File: config.mk
export PLATFORM = sky130hd
export DESIGN_NAME = lpcu_low_power_counter_unit
export DESIGN_NICKNAME = d
export VERILOG_FILES = /design/src/shared/lpcu_pkg.sv /design/src/core/lpcu_low_power_counter_unit.sv
export VERILOG_INCLUDE_DIRS = /design/src /design/src/shared
export SDC_FILE = /design/constraint.sdc
export NUM_CORES = 1
export LEC_CHECK = 0
export BUFFER_PORTS_ARGS = -buffer_cell sky130_fd_sc_hd__clkbuf_2
export CAP_MARGIN = 20
export CORE_ASPECT_RATIO = 0.9
export CORE_MARGIN = 2
export CORE_UTILIZATION = 50
export DETAILED_ROUTE_END_ITERATION = 12
export PLACE_DENSITY_LB_ADDON = 0.12
export REMOVE_ABC_BUFFERS = 1
export SLEW_MARGIN = 5
export SYNTH_ARGS = -nofsm -noshare
export SYNTH_HDL_FRONTEND = slang
export SYNTH_SLANG_ARGS = --single-unit
export TNS_END_PERCENT = 1
File: constraint.sdc
create_clock -name clock_i -period 6.21 [get_ports clock_i]
set_input_delay 1.242 -clock clock_i [delete_from_list [all_inputs] [get_ports clock_i]]
set_output_delay 1.242 -clock clock_i [all_outputs]
set_load 0.005 [all_outputs]
File: src/shared/lpcu_regs.svh
// Register offsets, field positions and reset values of the counter unit
`ifndef LPCU_REGS_SVH
`define LPCU_REGS_SVH
`define LPCU_OFS_CTRL_STATUS 4'h0
`define LPCU_OFS_PRESCALE 4'h4
`define LPCU_OFS_COMPARE 4'h8
`define LPCU_OFS_COUNT 4'hC
`define LPCU_CSR_ENABLE 0
`define LPCU_CSR_MODE 1
`define LPCU_CSR_FREE 2
`define LPCU_CSR_POL 3
`define LPCU_CSR_PSEL_LO 4
`define LPCU_CSR_IE 6
`define LPCU_CSR_FLAG 7
`define LPCU_PSR_CSEL_LO 0
`define LPCU_PSR_BYPASS 2
`define LPCU_PSR_PRE_LO 3
`define LPCU_RESP_OKAY 2'b00
`define LPCU_RESP_SLVERR 2'b10
`define LPCU_RESET_WORD 32'h0000_0000
`endif

File: src/shared/lpcu_pkg.sv
// Types shared by the counter unit
package lpcu_pkg;
    typedef enum logic {
        LPCU_TIME_MODE,
        LPCU_PULSE_MODE
    } lpcu_mode_type;
    typedef logic [15:0] lpcu_count_type;
endpackage

File: src/core/lpcu_low_power_counter_unit.sv
// Low-power 16-bit time/pulse counter with compare and AXI4-Lite registers
// Function
// - Compare counter with 16-bit compare value; equality raises interrupt, may reset.
// - Two personalities: time counter via prescaler, pulse counter via filter.
// - Time mode divides by power of two; pulse mode uses stage as filter.
// - Input select 00 comparator, 01..11 alternate pins one to three.
// - Clock select 00 internal, 01 1 kHz, 10 32 kHz, 11 external.
// - Counts normally in run, wait, stop, low leakage; interrupt wakes.
// - Enabled interrupt also drives wakeup; flag sets only while the bus clock runs.
// - Debug halt freezes time mode; pulse mode keeps counting.
// - Active-high polarity: input assertion increments counter by one.
// - Active-low polarity: input assertion, a falling edge, increments counter by one.
// - Pulse inputs are asynchronous and synchronised before use.
// - Counter runs freely or returns to zero on compare match.
// - Counting state survives system resets; only own reset or clearing enable clears it.
// - Flag sets on enabled match-and-increment; clears on disable or W1C.
// - Clearing enable disables counter and resets count, divider/filter stage, trigger and flag.
// - Free bit clear: reset on flag set; set: reset only on overflow.
// - Prescale 0 divides by 2, doubling per code; filter needs half.
`timescale 1ns/1ps
`include "lpcu_regs.svh"
module lpcu_low_power_counter_unit #(
    parameter int COUNT_WIDTH = 16
) (
    input wire logic clock_i,
    input wire logic srst_i,
    input wire logic [31:0] s_axi_awaddr_i,
    input wire logic s_axi_awvalid_i,
    output logic s_axi_awready_o,
    input wire logic [31:0] s_axi_wdata_i,
    input wire logic [3:0] s_axi_wstrb_i,
    input wire logic s_axi_wvalid_i,
    output logic s_axi_wready_o,
    output logic [1:0] s_axi_bresp_o,
    output logic s_axi_bvalid_o,
    input wire logic s_axi_bready_i,
    input wire logic [31:0] s_axi_araddr_i,
    input wire logic s_axi_arvalid_i,
    output logic s_axi_arready_o,
    output logic [31:0] s_axi_rdata_o,
    output logic [1:0] s_axi_rresp_o,
    output logic s_axi_rvalid_o,
    input wire logic s_axi_rready_i,
    input wire logic internal_reference_clock_i,
    input wire logic low_power_oscillator_clock_i,
    input wire logic slow_external_clock_i,
    input wire logic external_reference_clock_i,
    input wire logic analog_comparator_zero_i,
    input wire logic [2:0] alternate_pulse_pin_i,
    input wire logic debug_halt_i,
    output logic irq_o,
    output logic wakeup_o,
    output logic trigger_o,
    output logic [COUNT_WIDTH-1:0] count_value_o
);
    // Control fields
    logic counter_enable;
    lpcu_pkg::lpcu_mode_type mode;
    logic free_running_select;
    logic pulse_polarity_select;
    logic [1:0] pulse_input_select;
    logic match_interrupt_enable;
    logic compare_match_flag;
    logic [1:0] counter_clock_select;
    logic prescale_bypass;
    logic [3:0] prescale;
    logic [COUNT_WIDTH-1:0] compare_value;
    logic [COUNT_WIDTH-1:0] count_value;

    // Bus slave state
    // One write in flight; each half is held until the response
    logic aw_held, w_held;
    logic [3:0] aw_ofs;
    logic [31:0] w_data;
    logic [3:0] w_strb;

    // Synchronisers: four counter clocks and four pulse sources
    // Clocks are sampled as data; each level must last two cycles
    logic [3:0] raw_in, s1, s2;
    logic src_prev;
    assign raw_in = {alternate_pulse_pin_i, analog_comparator_zero_i};
    logic [3:0] clk_in, c1, c2;
    assign clk_in = {external_reference_clock_i, slow_external_clock_i,
                     low_power_oscillator_clock_i,
                     internal_reference_clock_i};
    genvar g;
    generate
        for (g = 0; g < 4; g++) begin : g_sync
            always_ff @(posedge clock_i) begin
                s1[g] <= raw_in[g];
                s2[g] <= s1[g];
                c1[g] <= clk_in[g];
                c2[g] <= c1[g];
            end
        end
    endgenerate

    // Prescaler clock edge from the selected source
    wire sel_clk = c2[counter_clock_select];
    wire tick = sel_clk & ~src_prev;
    // No reset needed: tracks its input within one cycle
    always_ff @(posedge clock_i) begin
        src_prev <= sel_clk;
    end

    // Pulse source selection and polarity
    wire pulse_raw = s2[pulse_input_select] ^ pulse_polarity_select;

    // Prescaler divider and glitch filter share one counter
    logic [15:0] stage_cnt;
    logic filt_level;
    wire [15:0] div_last = 16'((32'd2 << prescale) - 32'd1);
    wire [15:0] filt_last = (prescale == 4'h0) ? 16'h0000
        : 16'((32'd1 << prescale) - 32'd1);
    wire time_inc = (mode == lpcu_pkg::LPCU_TIME_MODE) && tick
        && !debug_halt_i && (prescale_bypass
        || stage_cnt == div_last);
    // Any bounce inside the window restarts the filter count
    wire filt_differs = pulse_raw != filt_level;
    wire filt_next = prescale_bypass ? pulse_raw
        : ((filt_differs && tick && stage_cnt == filt_last)
           ? pulse_raw : filt_level);
    wire pulse_inc = (mode == lpcu_pkg::LPCU_PULSE_MODE)
        && filt_next && !filt_level;
    wire inc = counter_enable && (time_inc || pulse_inc);
    wire match = inc && (count_value == compare_value);
    // Wraps to zero past all ones when free-running
    wire [COUNT_WIDTH-1:0] next_count = count_value + COUNT_WIDTH'(1);

    // Debug halt freezes the divider too, keeping the partial period
    always_ff @(posedge clock_i) begin
        // Bus clock reset only; system resets are not wired in here
        if (srst_i || !counter_enable) begin
            stage_cnt <= 16'h0000;
            filt_level <= 1'b0;
        end else if (mode == lpcu_pkg::LPCU_TIME_MODE) begin
            if (tick && !debug_halt_i && !prescale_bypass)
                stage_cnt <= (stage_cnt == div_last) ? 16'h0000
                    : stage_cnt + 16'h0001;
        end else begin
            filt_level <= filt_next;
            if (!filt_differs || prescale_bypass)
                stage_cnt <= 16'h0000;
            else if (tick)
                stage_cnt <= (stage_cnt == filt_last) ? 16'h0000
                    : stage_cnt + 16'h0001;
        end
    end

    always_ff @(posedge clock_i) begin
        if (srst_i || !counter_enable) begin
            count_value <= '0;
        end else if (inc) begin
            if (match && !free_running_select)
                count_value <= '0;
            else
                count_value <= next_count;
        end
    end

    // Trigger holds until the next prescaler clock edge
    always_ff @(posedge clock_i) begin
        if (srst_i || !counter_enable)
            trigger_o <= 1'b0;
        else if (match)
            trigger_o <= 1'b1;
        else if (tick)
            trigger_o <= 1'b0;
    end

    // Level straight from flops so it works with bus clock gated
    assign irq_o = compare_match_flag & match_interrupt_enable;
    assign wakeup_o = irq_o;
    assign count_value_o = count_value;

    // AXI4-Lite write path
    wire aw_take = s_axi_awvalid_i & ~aw_held & ~s_axi_bvalid_o;
    wire w_take = s_axi_wvalid_i & ~w_held & ~s_axi_bvalid_o;
    assign s_axi_awready_o = ~aw_held & ~s_axi_bvalid_o;
    assign s_axi_wready_o = ~w_held & ~s_axi_bvalid_o;
    wire do_write = aw_held & w_held;
    wire wr_csr = do_write && aw_ofs == `LPCU_OFS_CTRL_STATUS && w_strb[0];
    wire wr_psr = do_write && aw_ofs == `LPCU_OFS_PRESCALE && w_strb[0];
    // Compare ignores byte strobes; count writes are dropped
    wire wr_cmp = do_write && aw_ofs == `LPCU_OFS_COMPARE;
    wire wr_ok = aw_ofs == `LPCU_OFS_CTRL_STATUS
        || aw_ofs == `LPCU_OFS_PRESCALE
        || aw_ofs == `LPCU_OFS_COMPARE || aw_ofs == `LPCU_OFS_COUNT;
    wire next_enable = wr_csr ? w_data[`LPCU_CSR_ENABLE] : counter_enable;
    wire flag_w1c = wr_csr && w_data[`LPCU_CSR_FLAG];

    always_ff @(posedge clock_i) begin
        if (srst_i) begin
            aw_held <= 1'b0;
            w_held <= 1'b0;
            aw_ofs <= 4'h0;
            w_data <= `LPCU_RESET_WORD;
            w_strb <= 4'h0;
            s_axi_bvalid_o <= 1'b0;
            s_axi_bresp_o <= `LPCU_RESP_OKAY;
        end else begin
            if (aw_take) begin
                aw_held <= 1'b1;
                aw_ofs <= {s_axi_awaddr_i[3:2], 2'b00};
            end
            if (w_take) begin
                w_held <= 1'b1;
                w_data <= s_axi_wdata_i;
                w_strb <= s_axi_wstrb_i;
            end
            if (do_write) begin
                aw_held <= 1'b0;
                w_held <= 1'b0;
                s_axi_bvalid_o <= 1'b1;
                s_axi_bresp_o <= wr_ok ? `LPCU_RESP_OKAY
                    : `LPCU_RESP_SLVERR;
            end else if (s_axi_bready_i) begin
                s_axi_bvalid_o <= 1'b0;
            end
        end
    end

    // Control and prescale settings live in byte lane zero only; compare takes bits 15:0 whatever the strobes
    always_ff @(posedge clock_i) begin
        if (srst_i) begin
            counter_enable <= 1'b0;
            mode <= lpcu_pkg::LPCU_TIME_MODE;
            free_running_select <= 1'b0;
            pulse_polarity_select <= 1'b0;
            pulse_input_select <= 2'b00;
            match_interrupt_enable <= 1'b0;
            counter_clock_select <= 2'b00;
            prescale_bypass <= 1'b0;
            prescale <= 4'h0;
            compare_value <= '0;
        end else begin
            if (wr_csr) begin
                counter_enable <= w_data[`LPCU_CSR_ENABLE];
                mode <= lpcu_pkg::lpcu_mode_type'(w_data[`LPCU_CSR_MODE]);
                free_running_select <= w_data[`LPCU_CSR_FREE];
                pulse_polarity_select <= w_data[`LPCU_CSR_POL];
                pulse_input_select <= w_data[`LPCU_CSR_PSEL_LO +: 2];
                match_interrupt_enable <= w_data[`LPCU_CSR_IE];
            end
            if (wr_psr) begin
                counter_clock_select <= w_data[`LPCU_PSR_CSEL_LO +: 2];
                prescale_bypass <= w_data[`LPCU_PSR_BYPASS];
                prescale <= w_data[`LPCU_PSR_PRE_LO +: 4];
            end
            if (wr_cmp)
                compare_value <= w_data[COUNT_WIDTH-1:0];
        end
    end

    // Set wins over a same-cycle one-to-clear
    always_ff @(posedge clock_i) begin
        if (srst_i || !next_enable || !counter_enable)
            compare_match_flag <= 1'b0;
        else if (match)
            compare_match_flag <= 1'b1;
        else if (flag_w1c)
            compare_match_flag <= 1'b0;
    end

    // AXI4-Lite read path
    // Only bits 3:2 decode, so the four words repeat upward
    wire [3:0] ar_ofs = {s_axi_araddr_i[3:2], 2'b00};
    wire [31:0] csr_word = {24'h00_0000, compare_match_flag,
        match_interrupt_enable, pulse_input_select, pulse_polarity_select,
        free_running_select, mode, counter_enable};
    wire [31:0] psr_word = {25'h000_0000, prescale, prescale_bypass,
        counter_clock_select};
    wire [31:0] cmp_word = 32'(compare_value);
    wire [31:0] cnt_word = 32'(count_value);
    wire rd_ok = ar_ofs == `LPCU_OFS_CTRL_STATUS
        || ar_ofs == `LPCU_OFS_PRESCALE
        || ar_ofs == `LPCU_OFS_COMPARE || ar_ofs == `LPCU_OFS_COUNT;
    wire [31:0] rd_word =
        (ar_ofs == `LPCU_OFS_CTRL_STATUS) ? csr_word :
        (ar_ofs == `LPCU_OFS_PRESCALE) ? psr_word :
        (ar_ofs == `LPCU_OFS_COMPARE) ? cmp_word :
        (ar_ofs == `LPCU_OFS_COUNT) ? cnt_word : `LPCU_RESET_WORD;
    assign s_axi_arready_o = ~s_axi_rvalid_o;
    // Read data is captured at acceptance and held until taken

    always_ff @(posedge clock_i) begin
        if (srst_i) begin
            s_axi_rvalid_o <= 1'b0;
            s_axi_rdata_o <= `LPCU_RESET_WORD;
            s_axi_rresp_o <= `LPCU_RESP_OKAY;
        end else if (s_axi_arvalid_i && !s_axi_rvalid_o) begin
            s_axi_rvalid_o <= 1'b1;
            s_axi_rdata_o <= rd_word;
            s_axi_rresp_o <= rd_ok ? `LPCU_RESP_OKAY : `LPCU_RESP_SLVERR;
        end else if (s_axi_rready_i) begin
            s_axi_rvalid_o <= 1'b0;
        end
    end
endmodule

Yosys cells after proc, flatten, opt, wreduce, memory -nomap -nowiden
Cells that the tools add are included.
- memory bits (writable): 0
- memory bits (read-only): 0
- bits in registers: 141
- bits in latches: 0
- word-level logic and storage cells: 155
- memories: 0
- bits of input ports: 116
- output and inout port bits: 60
- multipliers: 0
- bitwise gates (word level): 16
- eq/ne operators: 11
- add/subtract/negate cells: 4
- magnitude comparators: 2
- mux-type cells: 29
- shifts and indexed selects: 2
- reduce and logical (&&, ||, !) cells: 49
- divide/modulo/power cells: 0
- operator list (kind ; count):
    two-way mux 16 bit ; 12
    == test 16 bit ; 3
    adder 16 x 1 -> 16 bit, second input constant ; 2
    subtractor 16 x 1 -> 16 bit, second input constant ; 2
    logical AND 1 bit ; 19
    left shift 1 x 4 -> 16 bit, first input constant ; 1
    left shift 2 x 4 -> 16 bit, first input constant ; 1
    two-way mux 1 bit ; 13
    logical NOT 4 bit ; 3
    logical OR 1 bit ; 12
    nonzero test 2 bit ; 5
    AND 1 bit ; 9
    == test 2 bit, second input constant ; 4
    logical NOT 1 bit ; 8
    less-than comparator 2 x 3 -> 1 bit, second input constant ; 2
    inverter 1 bit ; 6
    binary-select mux 1 bit (select 2 bit) ; 2
    == test 2 x 1 -> 1 bit, second input constant ; 2
    two-way mux 2 bit ; 2
    inequality test 3 x 1 -> 1 bit, second input constant ; 1
    AND reduction 2 bit ; 1
    OR reduction 2 bit ; 1
    inequality test 1 bit ; 1
    XOR 1 bit ; 1

Logic depth before layout (Yosys ltp)
Gate-level depths: netlist of the first run.
- depth after elaboration: 15
- depth in mapped cells: 17
- gate-level depth less buffers: 11

Worst setup path before layout of the first run
OpenSTA, ideal clock, no wires.
- path type: register to register
- start: reg prescale[3]
- end: reg count_value[11] (netlist: count_value_o[11])
- arrival: 3443 ps
- stages on the path, launching flop included: 16
- setup time: 66 ps
- period minus slack after synthesis: 3509 ps
- required time: 6144 ps
- buffers on the path: 4
- path slack: 2701 ps
- path through: dfxtp_1 buf_4 nor4_1 inv_1 ha_1 buf_2 buf_4 buf_2 or2b_1 nand3_1 o311ai_0 a211oi_4 nand4_4 and3_4 or4_4 a21oi_2
- word-level cells in the longest chain between the ends: 14
- elaborated cells between the ends (all ways): 20
- classes of those cells: 2 x add/sub; 2 x eq/ne; 2 x shift; 4 x mux; 10 x reduce/logical
- ends and longest elaborated chain (element ; RTL line ; RTL):
    start, declared ; lpcu_low_power_counter_unit.sv:66 ; logic [3:0] prescale;
    start signal, assigned ; lpcu_low_power_counter_unit.sv:248 ; prescale <= w_data[`LPCU_PSR_PRE_LO +: 4];
    left shift 1 x 4 -> 16 bit ; lpcu_low_power_counter_unit.sv:114 ; : 16'((32'd1 << prescale) - 32'd1);
    subtractor 16 x 1 -> 16 bit ; lpcu_low_power_counter_unit.sv:114 ;
    two-way mux 16 bit ; lpcu_low_power_counter_unit.sv:113 ; wire [15:0] filt_last = (prescale == 4'h0) ? 16'h0000
    == test 16 bit ; lpcu_low_power_counter_unit.sv:121 ; : ((filt_differs && tick && stage_cnt == filt_last)
    logical AND 1 bit ; lpcu_low_power_counter_unit.sv:121 ;
    two-way mux 1 bit ; lpcu_low_power_counter_unit.sv:122 ; ? pulse_raw : filt_level);
    two-way mux 1 bit ; lpcu_low_power_counter_unit.sv:120 ; wire filt_next = prescale_bypass ? pulse_raw
    logical AND 1 bit (2 in a row) ; lpcu_low_power_counter_unit.sv:124 ; && filt_next && !filt_level;
    logical OR 1 bit (*) ; lpcu_low_power_counter_unit.sv:125 ; wire inc = counter_enable && (time_inc || pulse_inc);
    logical AND 1 bit (*) ; lpcu_low_power_counter_unit.sv:125 ;
    logical AND 1 bit ; lpcu_low_power_counter_unit.sv:126 ; wire match = inc && (count_value == compare_value);
    logical AND 1 bit ; lpcu_low_power_counter_unit.sv:154 ; if (match && !free_running_select)
    two-way mux 16 bit ; lpcu_low_power_counter_unit.sv:154 ;
    end signal, assigned ; lpcu_low_power_counter_unit.sv:157 ; count_value <= next_count;
    end, declared ; lpcu_low_power_counter_unit.sv:68 ; logic [COUNT_WIDTH-1:0] count_value;
Every way passes the cells marked *; elsewhere a longest branch is shown, timed or not.
A chain may end at the register's enable or synchronous reset.

Worst setup path after layout of the first run
- start: reg prescale[3]
- end: reg count_value[10] (netlist: count_value_o[10])
Same word-level chain as after synthesis.

==> key figures, run 1 <==
Timing
  • Final hold slack: 0.323 ns
  • Final period util: about three quarters
  • Final Hold Viols: 0
  • Clock Skew: 0.0117 ns
  • Setup TNS: 0 ns
  • Slew @ Worst Pin: 0.973 ns
  • Final Setup Violations: 0
  • Worst slew margin: 35.2%
  • Fmax: 0.217 GHz
  • Min Tclk post-route: around 4.6 ns
  • Max-slew violation count: 0
  • RSZ-0062 raised after global routing: false

Clock network
  • Clk root buf: clkbuf_16
  • Post-CTS sizing: 0
  • Longest Clk Path Bufs: 2
  • Clock-pin slew on the worst setup and hold paths: 0.06 ns
  • Setup bufs post-CTS: 0
  • # clock sinks: 123
  • Htree depth: 4
  • Total CTS buffers: 17
  • CTS tree: done
  • Clock latency on the worst-skew pair: 0.42 ns
  • Post-CTS Hold Buffers: 0

Yosys
  • Number of synthesized flops with an enable pin: 0
  • Synth Cell Area: 6570 µm²
  • Synth warn: 0
  • Top cell type's share of synthesized area: 37.5%
  • Syn_area_per_cell: 8.27 µm²
  • Synth top area cells: dfxtp_1 37%, nand2_1 6.6%, a21oi_1 5.0%
  • Seq/Total Area, Yosys: 37.5%
  • Yosys reg bits: 123
  • Asr flop ratio synth: 0%
  • Main flop type after synthesis: dfxtp_1
  • Post-synthesis cell count: 795
  • Yosys cell types: 77
  • Yosys top cell by area: dfxtp_1

Setup path
  • Worst setup SP type: register
  • Critical Path End Type: register
  • Critical path class: reg -> reg
  • Required @ worst endpoint: 6.50 ns
  • WP data arrival: 4.90 ns
  • Crit Path Max Fanout: 27

Floorplanning
  • Num ports: approximately 180
  • Initial Utilization: 51.4%
  • Cell Rows: 39
  • Die span in x: 125 µm
  • DIE HEIGHT: about 110 µm
  • Die area: 14100 µm²
  • Core Box Area: ~13000 µm²

Finish
  • Antenna diodes: 0
  • Share of cells above drive strength 1: 18.8%
  • Nets: 958
  • Synth-to-Final Area Change: 14.1%
  • Fillers: between 1000 and 1500

GRT
  • Number of global-route vias before repair: 5424
  • Initial antenna violation count: 0
  • Largest net degree at the start of global routing: 42
  • Total grt overflow: 0
  • Global-route wire length before repair: 27900 µm
  • Global-route total usage across every layer: 24.6%

Pwr
  • Peak VDD IR: 0.246 mV
  • Sequential share of power: 41.9%
  • Cell Int Power: around 1.5 mW
  • P_sw: 0.421 mW
  • Gate power share: 3.7%
  • Switching Share: 21.6%
  • Clock share of power: ~54%
  • Static Leak: 2.82 nW
  • Power per cell area: 260 nW/µm²

Place
  • Hpwl dp: 12000 µm
  • Port Buf Inserts: 78
  • RePlAce Congestion: 0.983

Drt
  • Via density: a little under 6
  • Number of remaining DRC errors: 0
  • Final Routed Wirelength: ~17000 µm
  • Via Count: 5903
  • ANT nets after route: 0
  • Wire per inst: 16.7 µm
  • Pre-antenna DRT Iters: 5
  • Initial DRC count: roughly 700

Run status
  • Status: finished, final reports clean

Job
  • Max Cap Viol: 0

Hold path
  • HP Class: reg -> reg
[cell families (layout without fill, tap and decap cells)]
group | Yosys count | count (layout) | synth area share [%]
AOI/OAI and AO/OA | 175 | 175 | 16.9
xor gates and xnor gates | 33 | 33 | 4.51
adders and majority gates | 3 | 3 | 0.571
buffers and inverters | 103 | 142 | 8.30
DFF | 123 | 123 | 37.5
muxes | 35 | 35 | 7.31
other | 1 | 18 | 0.0571
and+or+nand+nor | 322 | 322 | 24.9
[layer usage]
layer,vias up,share of wire [%],wire (µm),GRT usage (%)
li1,2881,-,-,-
met1,2787,49,8370,36.7
met2,218,43,7250,35.3
met3,17,6.6,1120,6.05
met4,0,1.1,183,7.04
met5,-,0,0,0
[power groups by stage]
stage	Sequential, mW	Combinational (mW)	Clock, mW
after floorplan	0.831	0.0366	0
after global placement	0.834	0.0708	0
after detailed placement	0.835	0.0726	0
after CTS	0.818	0.0730	1.08
after global routing	0.820	0.0827	1.12
final	0.818	0.0728	1.06
[through the flow]
| stage | cells | setup WS (ns) | power (mW) | area [µm²] | utilization, % |
|---|---|---|---|---|---|
| floorplan | 730 | 1.81 | 0.868 | 6170 | - |
| global placement | 984 | 1.80 | 0.905 | 6850 | 53.6 |
| detailed placement | 984 | 1.71 | 0.907 | 6850 | 53.6 |
| CTS | 1015 | 1.69 | 1.97 | 7500 | 58.6 |
| global route | 1015 | 1.24 | 2.02 | 7500 | 58.6 |
| finish | 1015 | 1.60 | 1.95 | 7500 | 58.6 |
[layout by cell type (no fill, tap or decap), types with 11 or more instances in the layout]
cell,Yosys,final
mux2i_1,15,15
nand3_1,26,26
nor4_1,15,15
buf_4,24,12
inv_1,20,20
nor3_1,13,13
xnor2_1,28,28
clkbuf_16,0,17
nand2_1,116,116
clkbuf_2,0,78
mux2_2,11,11
dfxtp_1,123,123
and3_1,13,13
a21oi_1,65,65
conb_1,1,18
nor2_1,60,60
o21ai_0,38,38
[cells in the mapped netlist (3+ instances only)]
cell        n
nor2_1     60
nand2_1   116
o21ai_0    38
mux2i_1    15
xnor2_1    28
or2_2       3
o21bai_1    3
inv_1      20
o31ai_1     9
or3_1       4
or4_1       6
nand2b_1   10
nor3_1     13
dfxtp_1   123
nand3_1    26
nor4_1     15
a211oi_1    3
and3_1     13
xor2_1      4
nand3b_1    6
buf_2      11
nor2b_1     5
mux4_2      8
nand4_1    10
buf_4      24
nor3b_1     7
ha_1        3
nor4b_1     9
and2_1      4
a31oi_1    10
clkbuf_1   40
buf_6       3
mux2_2     11
a21oi_1    65
a311oi_1    3
o311ai_0    4
a22oi_1    10
[area by class of cell]
cell class | instances | area [µm²] | share of cell area, %
clock buffers | 19 | 453 | 6.04
flip-flops and latches | 123 | 2460 | 32.8
inverters | 21 | 78.8 | 1.05
multi-input cells | 586 | 3630 | 48.4
well taps | 164 | 205 | 2.74
clock inverters | 12 | 189 | 2.52
repair buffers | 90 | 480 | 6.41
[critical path, cell delays in order, from the launching register on]
cell and delay [ns]:
dfxtp_1 0.39, nor4_1 0.72, inv_1 0.10, ha_1 0.53
nor4b_1 0.56, a211o_1 0.18, a32oi_1 0.07, nor3_1 0.25
nand4bb_1 0.40, and3_4 0.41, o21ai_1 0.55, buf_4 0.28
a21oi_1 0.06
[sequential cells by signal (all words and copies together), names as in the netlist, 2 cells and up]
register	flops
pulse_input_select	2
c2	4
w_data	16
count_value_o	16
s1	4
stage_cnt	16
aw_ofs	2
compare_value	16
c1	4
counter_clock_select	2
s2	4
s_axi_rdata_o	16
prescale	4
[path summary, 6_finish.rpt]
check	from	endpoint	slack, ns	cells after the start
setup reg to reg	prescale[3]$_SDFFE_PP0P_	count_value_o[10]$_SDFFE_PP0P_	1.60	12
hold / removal	c1[1]$_DFF_P_	c2[1]$_DFF_P_	0.32	0
setup / recovery	prescale[3]$_SDFFE_PP0P_	count_value_o[10]$_SDFFE_PP0P_	1.60	12
hold reg to reg	c1[1]$_DFF_P_	c2[1]$_DFF_P_	0.32	0
No activity file was read; power rests on OpenSTA's default activity.
==> inputs of run 2 (changes only) <==
--- a/config.mk
+++ b/config.mk
@@ -6,11 +6,12 @@
 export SDC_FILE = /design/constraint.sdc
 export NUM_CORES = 1
 export LEC_CHECK = 0
+export ABC_AREA = 1
 export BUFFER_PORTS_ARGS = -buffer_cell sky130_fd_sc_hd__clkbuf_2
 export CAP_MARGIN = 20
 export CORE_ASPECT_RATIO = 0.9
 export CORE_MARGIN = 2
-export CORE_UTILIZATION = 50
+export CORE_UTILIZATION = 48
 export DETAILED_ROUTE_END_ITERATION = 12
 export PLACE_DENSITY_LB_ADDON = 0.12
 export REMOVE_ABC_BUFFERS = 1
==> constraint.sdc (replaced) <==
create_clock -name clock_i -period 3.7 [get_ports clock_i]
set_input_delay 0.74 -clock clock_i [delete_from_list [all_inputs] [get_ports clock_i]]
set_output_delay 0.74 -clock clock_i [all_outputs]
set_load 0.005 [all_outputs]
==> key figures, run 2 <==
Timing
  • Setup TNS: 0 ns
  • Final Setup Violations: 0
  • Clock Skew: 0.00823 ns
  • Final period util: 88.3%
  • Fmax: 0.306 GHz
  • Worst slew margin: 35.7%
  • Final Hold Viols: 0
  • Min Tclk post-route: 3.27 ns
  • RSZ-0062 raised after global routing: false
  • Max-slew violation count: 0
  • Slew @ Worst Pin: 0.963 ns

Yosys
  • Post-synthesis cell count: 913
  • Asr flop ratio synth: 0%
  • Number of synthesized flops with an enable pin: 0
  • Yosys reg bits: about 120
  • Seq/Total Area, Yosys: about two fifths
  • Synth Cell Area: between 6000 and 7000 µm²
  • Top cell type's share of synthesized area: 38.6%
  • Cell with the most instances after synthesis: nand2_1
  • Yosys top cell by area: dfxtp_1
  • Syn_area_per_cell: 6.98 µm²
  • Synth warn: 0
  • Main flop type after synthesis: dfxtp_1
  • Yosys cell types: 44
  • Post-synth top cells: 149 x nand2_1, 128 x nor2_1, 123 x dfxtp_1, 115 x inv_1, 85 x o21ai_0
  • Synth top area cells: dfxtp_1 39%, nand2_1 8.8%, nor2_1 7.5%

Place
  • RePlAce Congestion: 0.872
  • Hpwl dp: 12500 µm
  • Cell Area, Placed: 6780 µm²
  • Port Buf Inserts: 78

Setup path
  • Worst setup SP type: register
  • WP data arrival: approximately 3.6 ns
  • Critical Path End Type: register
  • R2r startpoint: prescale[1]$_SDFFE_PP0P_
  • Required @ worst endpoint: about 4 ns
  • RR Endpoint: count_value_o[4]$_SDFFE_PP0P_
  • Critical path class: reg -> reg
  • R2R Setup Slk: 0.43 ns
  • Crit Path Max Fanout: 14
  • Register-to-Register Path Depth: 19

Clock network
  • # clock sinks: 123
  • Clock-pin slew on the worst setup and hold paths: 0.06 ns
  • Clock latency on the worst-skew pair: 0.43 ns
  • Clk root buf: clkbuf_16
  • Longest Clk Path Bufs: 2
  • Htree depth: 4
  • Setup bufs post-CTS: 0
  • Post-CTS Hold Buffers: 0
  • Total CTS buffers: 17
  • CTS tree: done
  • Post-CTS sizing: 0

Finish
  • Nets: around 1100
  • Fillers: 1295
  • Commonest non-fill, non-tap cell in the layout: nand2_1
  • Commonest cells after routing, fill and taps aside: 149 x nand2_1, 128 x nor2_1, 123 x dfxtp_1, 115 x inv_1, 85 x o21ai_0
  • Share of cells above drive strength 1: 14.9%
  • Footprint of the multi-input gates: 3220 µm²
  • Fin area: 7400 µm²
  • Synth-to-Final Area Change: 16.1%
  • Register area: 2460 µm²
  • Antenna diodes: 0

Floorplanning
  • Initial Utilization: between 40% and 50%
  • Die span in x: 125 µm
  • Die area: 14200 µm²
  • DIE HEIGHT: around 110 µm
  • Cell Rows: 39
  • Num ports: 176
  • Core Box Area: 12800 µm²

Drt
  • Final Routed Wirelength: ~17000 µm
  • Pre-antenna DRT Iters: 5
  • ANT nets after route: 0
  • Wire per inst: 14.7 µm
  • Number of remaining DRC errors: 0
  • Via Count: between 6000 and 7000
  • Initial DRC count: 523
  • Via density: 5.20

GRT
  • Total grt overflow: 0
  • Global-route total usage across every layer: 24.5%
  • Initial antenna violation count: 0
  • Largest net degree at the start of global routing: 40
  • Number of global-route vias before repair: 5422
  • Global-route wire length before repair: roughly 28000 µm

Pwr
  • Peak VDD IR: between 0.3 and 0.4 mV
  • Power per cell area: 454 nW/µm²
  • Static Leak: approximately 3.2 nW

Hold path
  • WHS Endpoint: s2[0]$_DFF_P_
  • Hold Path Stages: 0
  • Hold wc startpoint: s1[0]$_DFF_P_
  • HP Class: reg -> reg

Run status
  • Status: finished, final reports clean

Job
  • Max Cap Viol: 0
run 2: how the worst max path moves through the flow:
stage / to / from / slack, ns
5_1_grt: count_value_o[8]$_SDFFE_PP0P_ / prescale[1]$_SDFFE_PP0P_ / 0.01
2_1_floorplan: count_value_o[10]$_SDFFE_PP0P_ / prescale[3]$_SDFFE_PP0P_ / 1.04
3_3_place_gp: count_value_o[4]$_SDFFE_PP0P_ / prescale[1]$_SDFFE_PP0P_ / 0.44
6_report: count_value_o[4]$_SDFFE_PP0P_ / prescale[1]$_SDFFE_PP0P_ / 0.43
3_5_place_dp: count_value_o[3]$_SDFFE_PP0P_ / prescale[1]$_SDFFE_PP0P_ / 0.49
4_1_cts: count_value_o[4]$_SDFFE_PP0P_ / prescale[1]$_SDFFE_PP0P_ / 0.47
run 2: logic make-up after synthesis:
logic type	count (synthesis)	share of synthesized area [%]
AND/OR/NAND/NOR	396	28.4
AO/OA/AOI/OAI	197	17.1
buffers and inverters	169	11.9
flip-flops	123	38.6
XOR/XNOR	24	3.30
adder cells (fa/ha/maj)	3	0.589
other	1	0.0588
run 2: critical path, stage by stage (launching register included):
cell and delay, ns:
dfxtp_1 0.40, nor2_4 0.29, nand2_4 0.16, ha_1 0.40
nand2_1 0.10, nand2_1 0.05, nor2_1 0.10, nand2_1 0.06
nor2_1 0.13, nand2_1 0.06, nor2_1 0.08, nand3_1 0.08
nor2_2 0.18, nand3_1 0.11, nand2_2 0.12, nand4_4 0.11
nand2_4 0.22, nand4_4 0.20, nand2_2 0.23, nor2_1 0.06
run 2: cell type report:
cell class	instances	share of cell area, %
clock inverters	14	2.49
clock buffers	18	5.94
multi-input cells	638	43.5
well taps	164	2.77
flip-flops and latches	123	33.3
inverters	118	6.02
repair buffers	85	5.99
run 2: layer usage:
layer  GRT usage (%)  part of all wire, %  vias up
met5               0                    0        -
met2            32.6                   39      209
li1                -                    -     3091
met1            38.8                   53     2711
met3            5.44                  7.6       19
met4            7.04                  1.1        0
run 2: metrics by stage:
stage          total power, mW  setup WS (ns)  hold WS, ns  cells  utilization (%)
5_1_grt                   3.47         0.0125        0.330   1160             57.6
2_1_floorplan             1.55           1.04        0.310    879                -
6_report                  3.36          0.432        0.325   1160             57.6
3_3_place_gp              1.63          0.441        0.312   1128             52.8
3_5_place_dp              1.64          0.492        0.313   1128             52.8
4_1_cts                   3.38          0.466        0.326   1160             57.6
run 2: where the power goes:
group | switching [mW] | internal [mW] | leakage, nW
logic | 0.131 | 0.0718 | 1.85
registers | 0.0315 | 1.38 | 1.01
clock network | 0.655 | 1.09 | 0.304
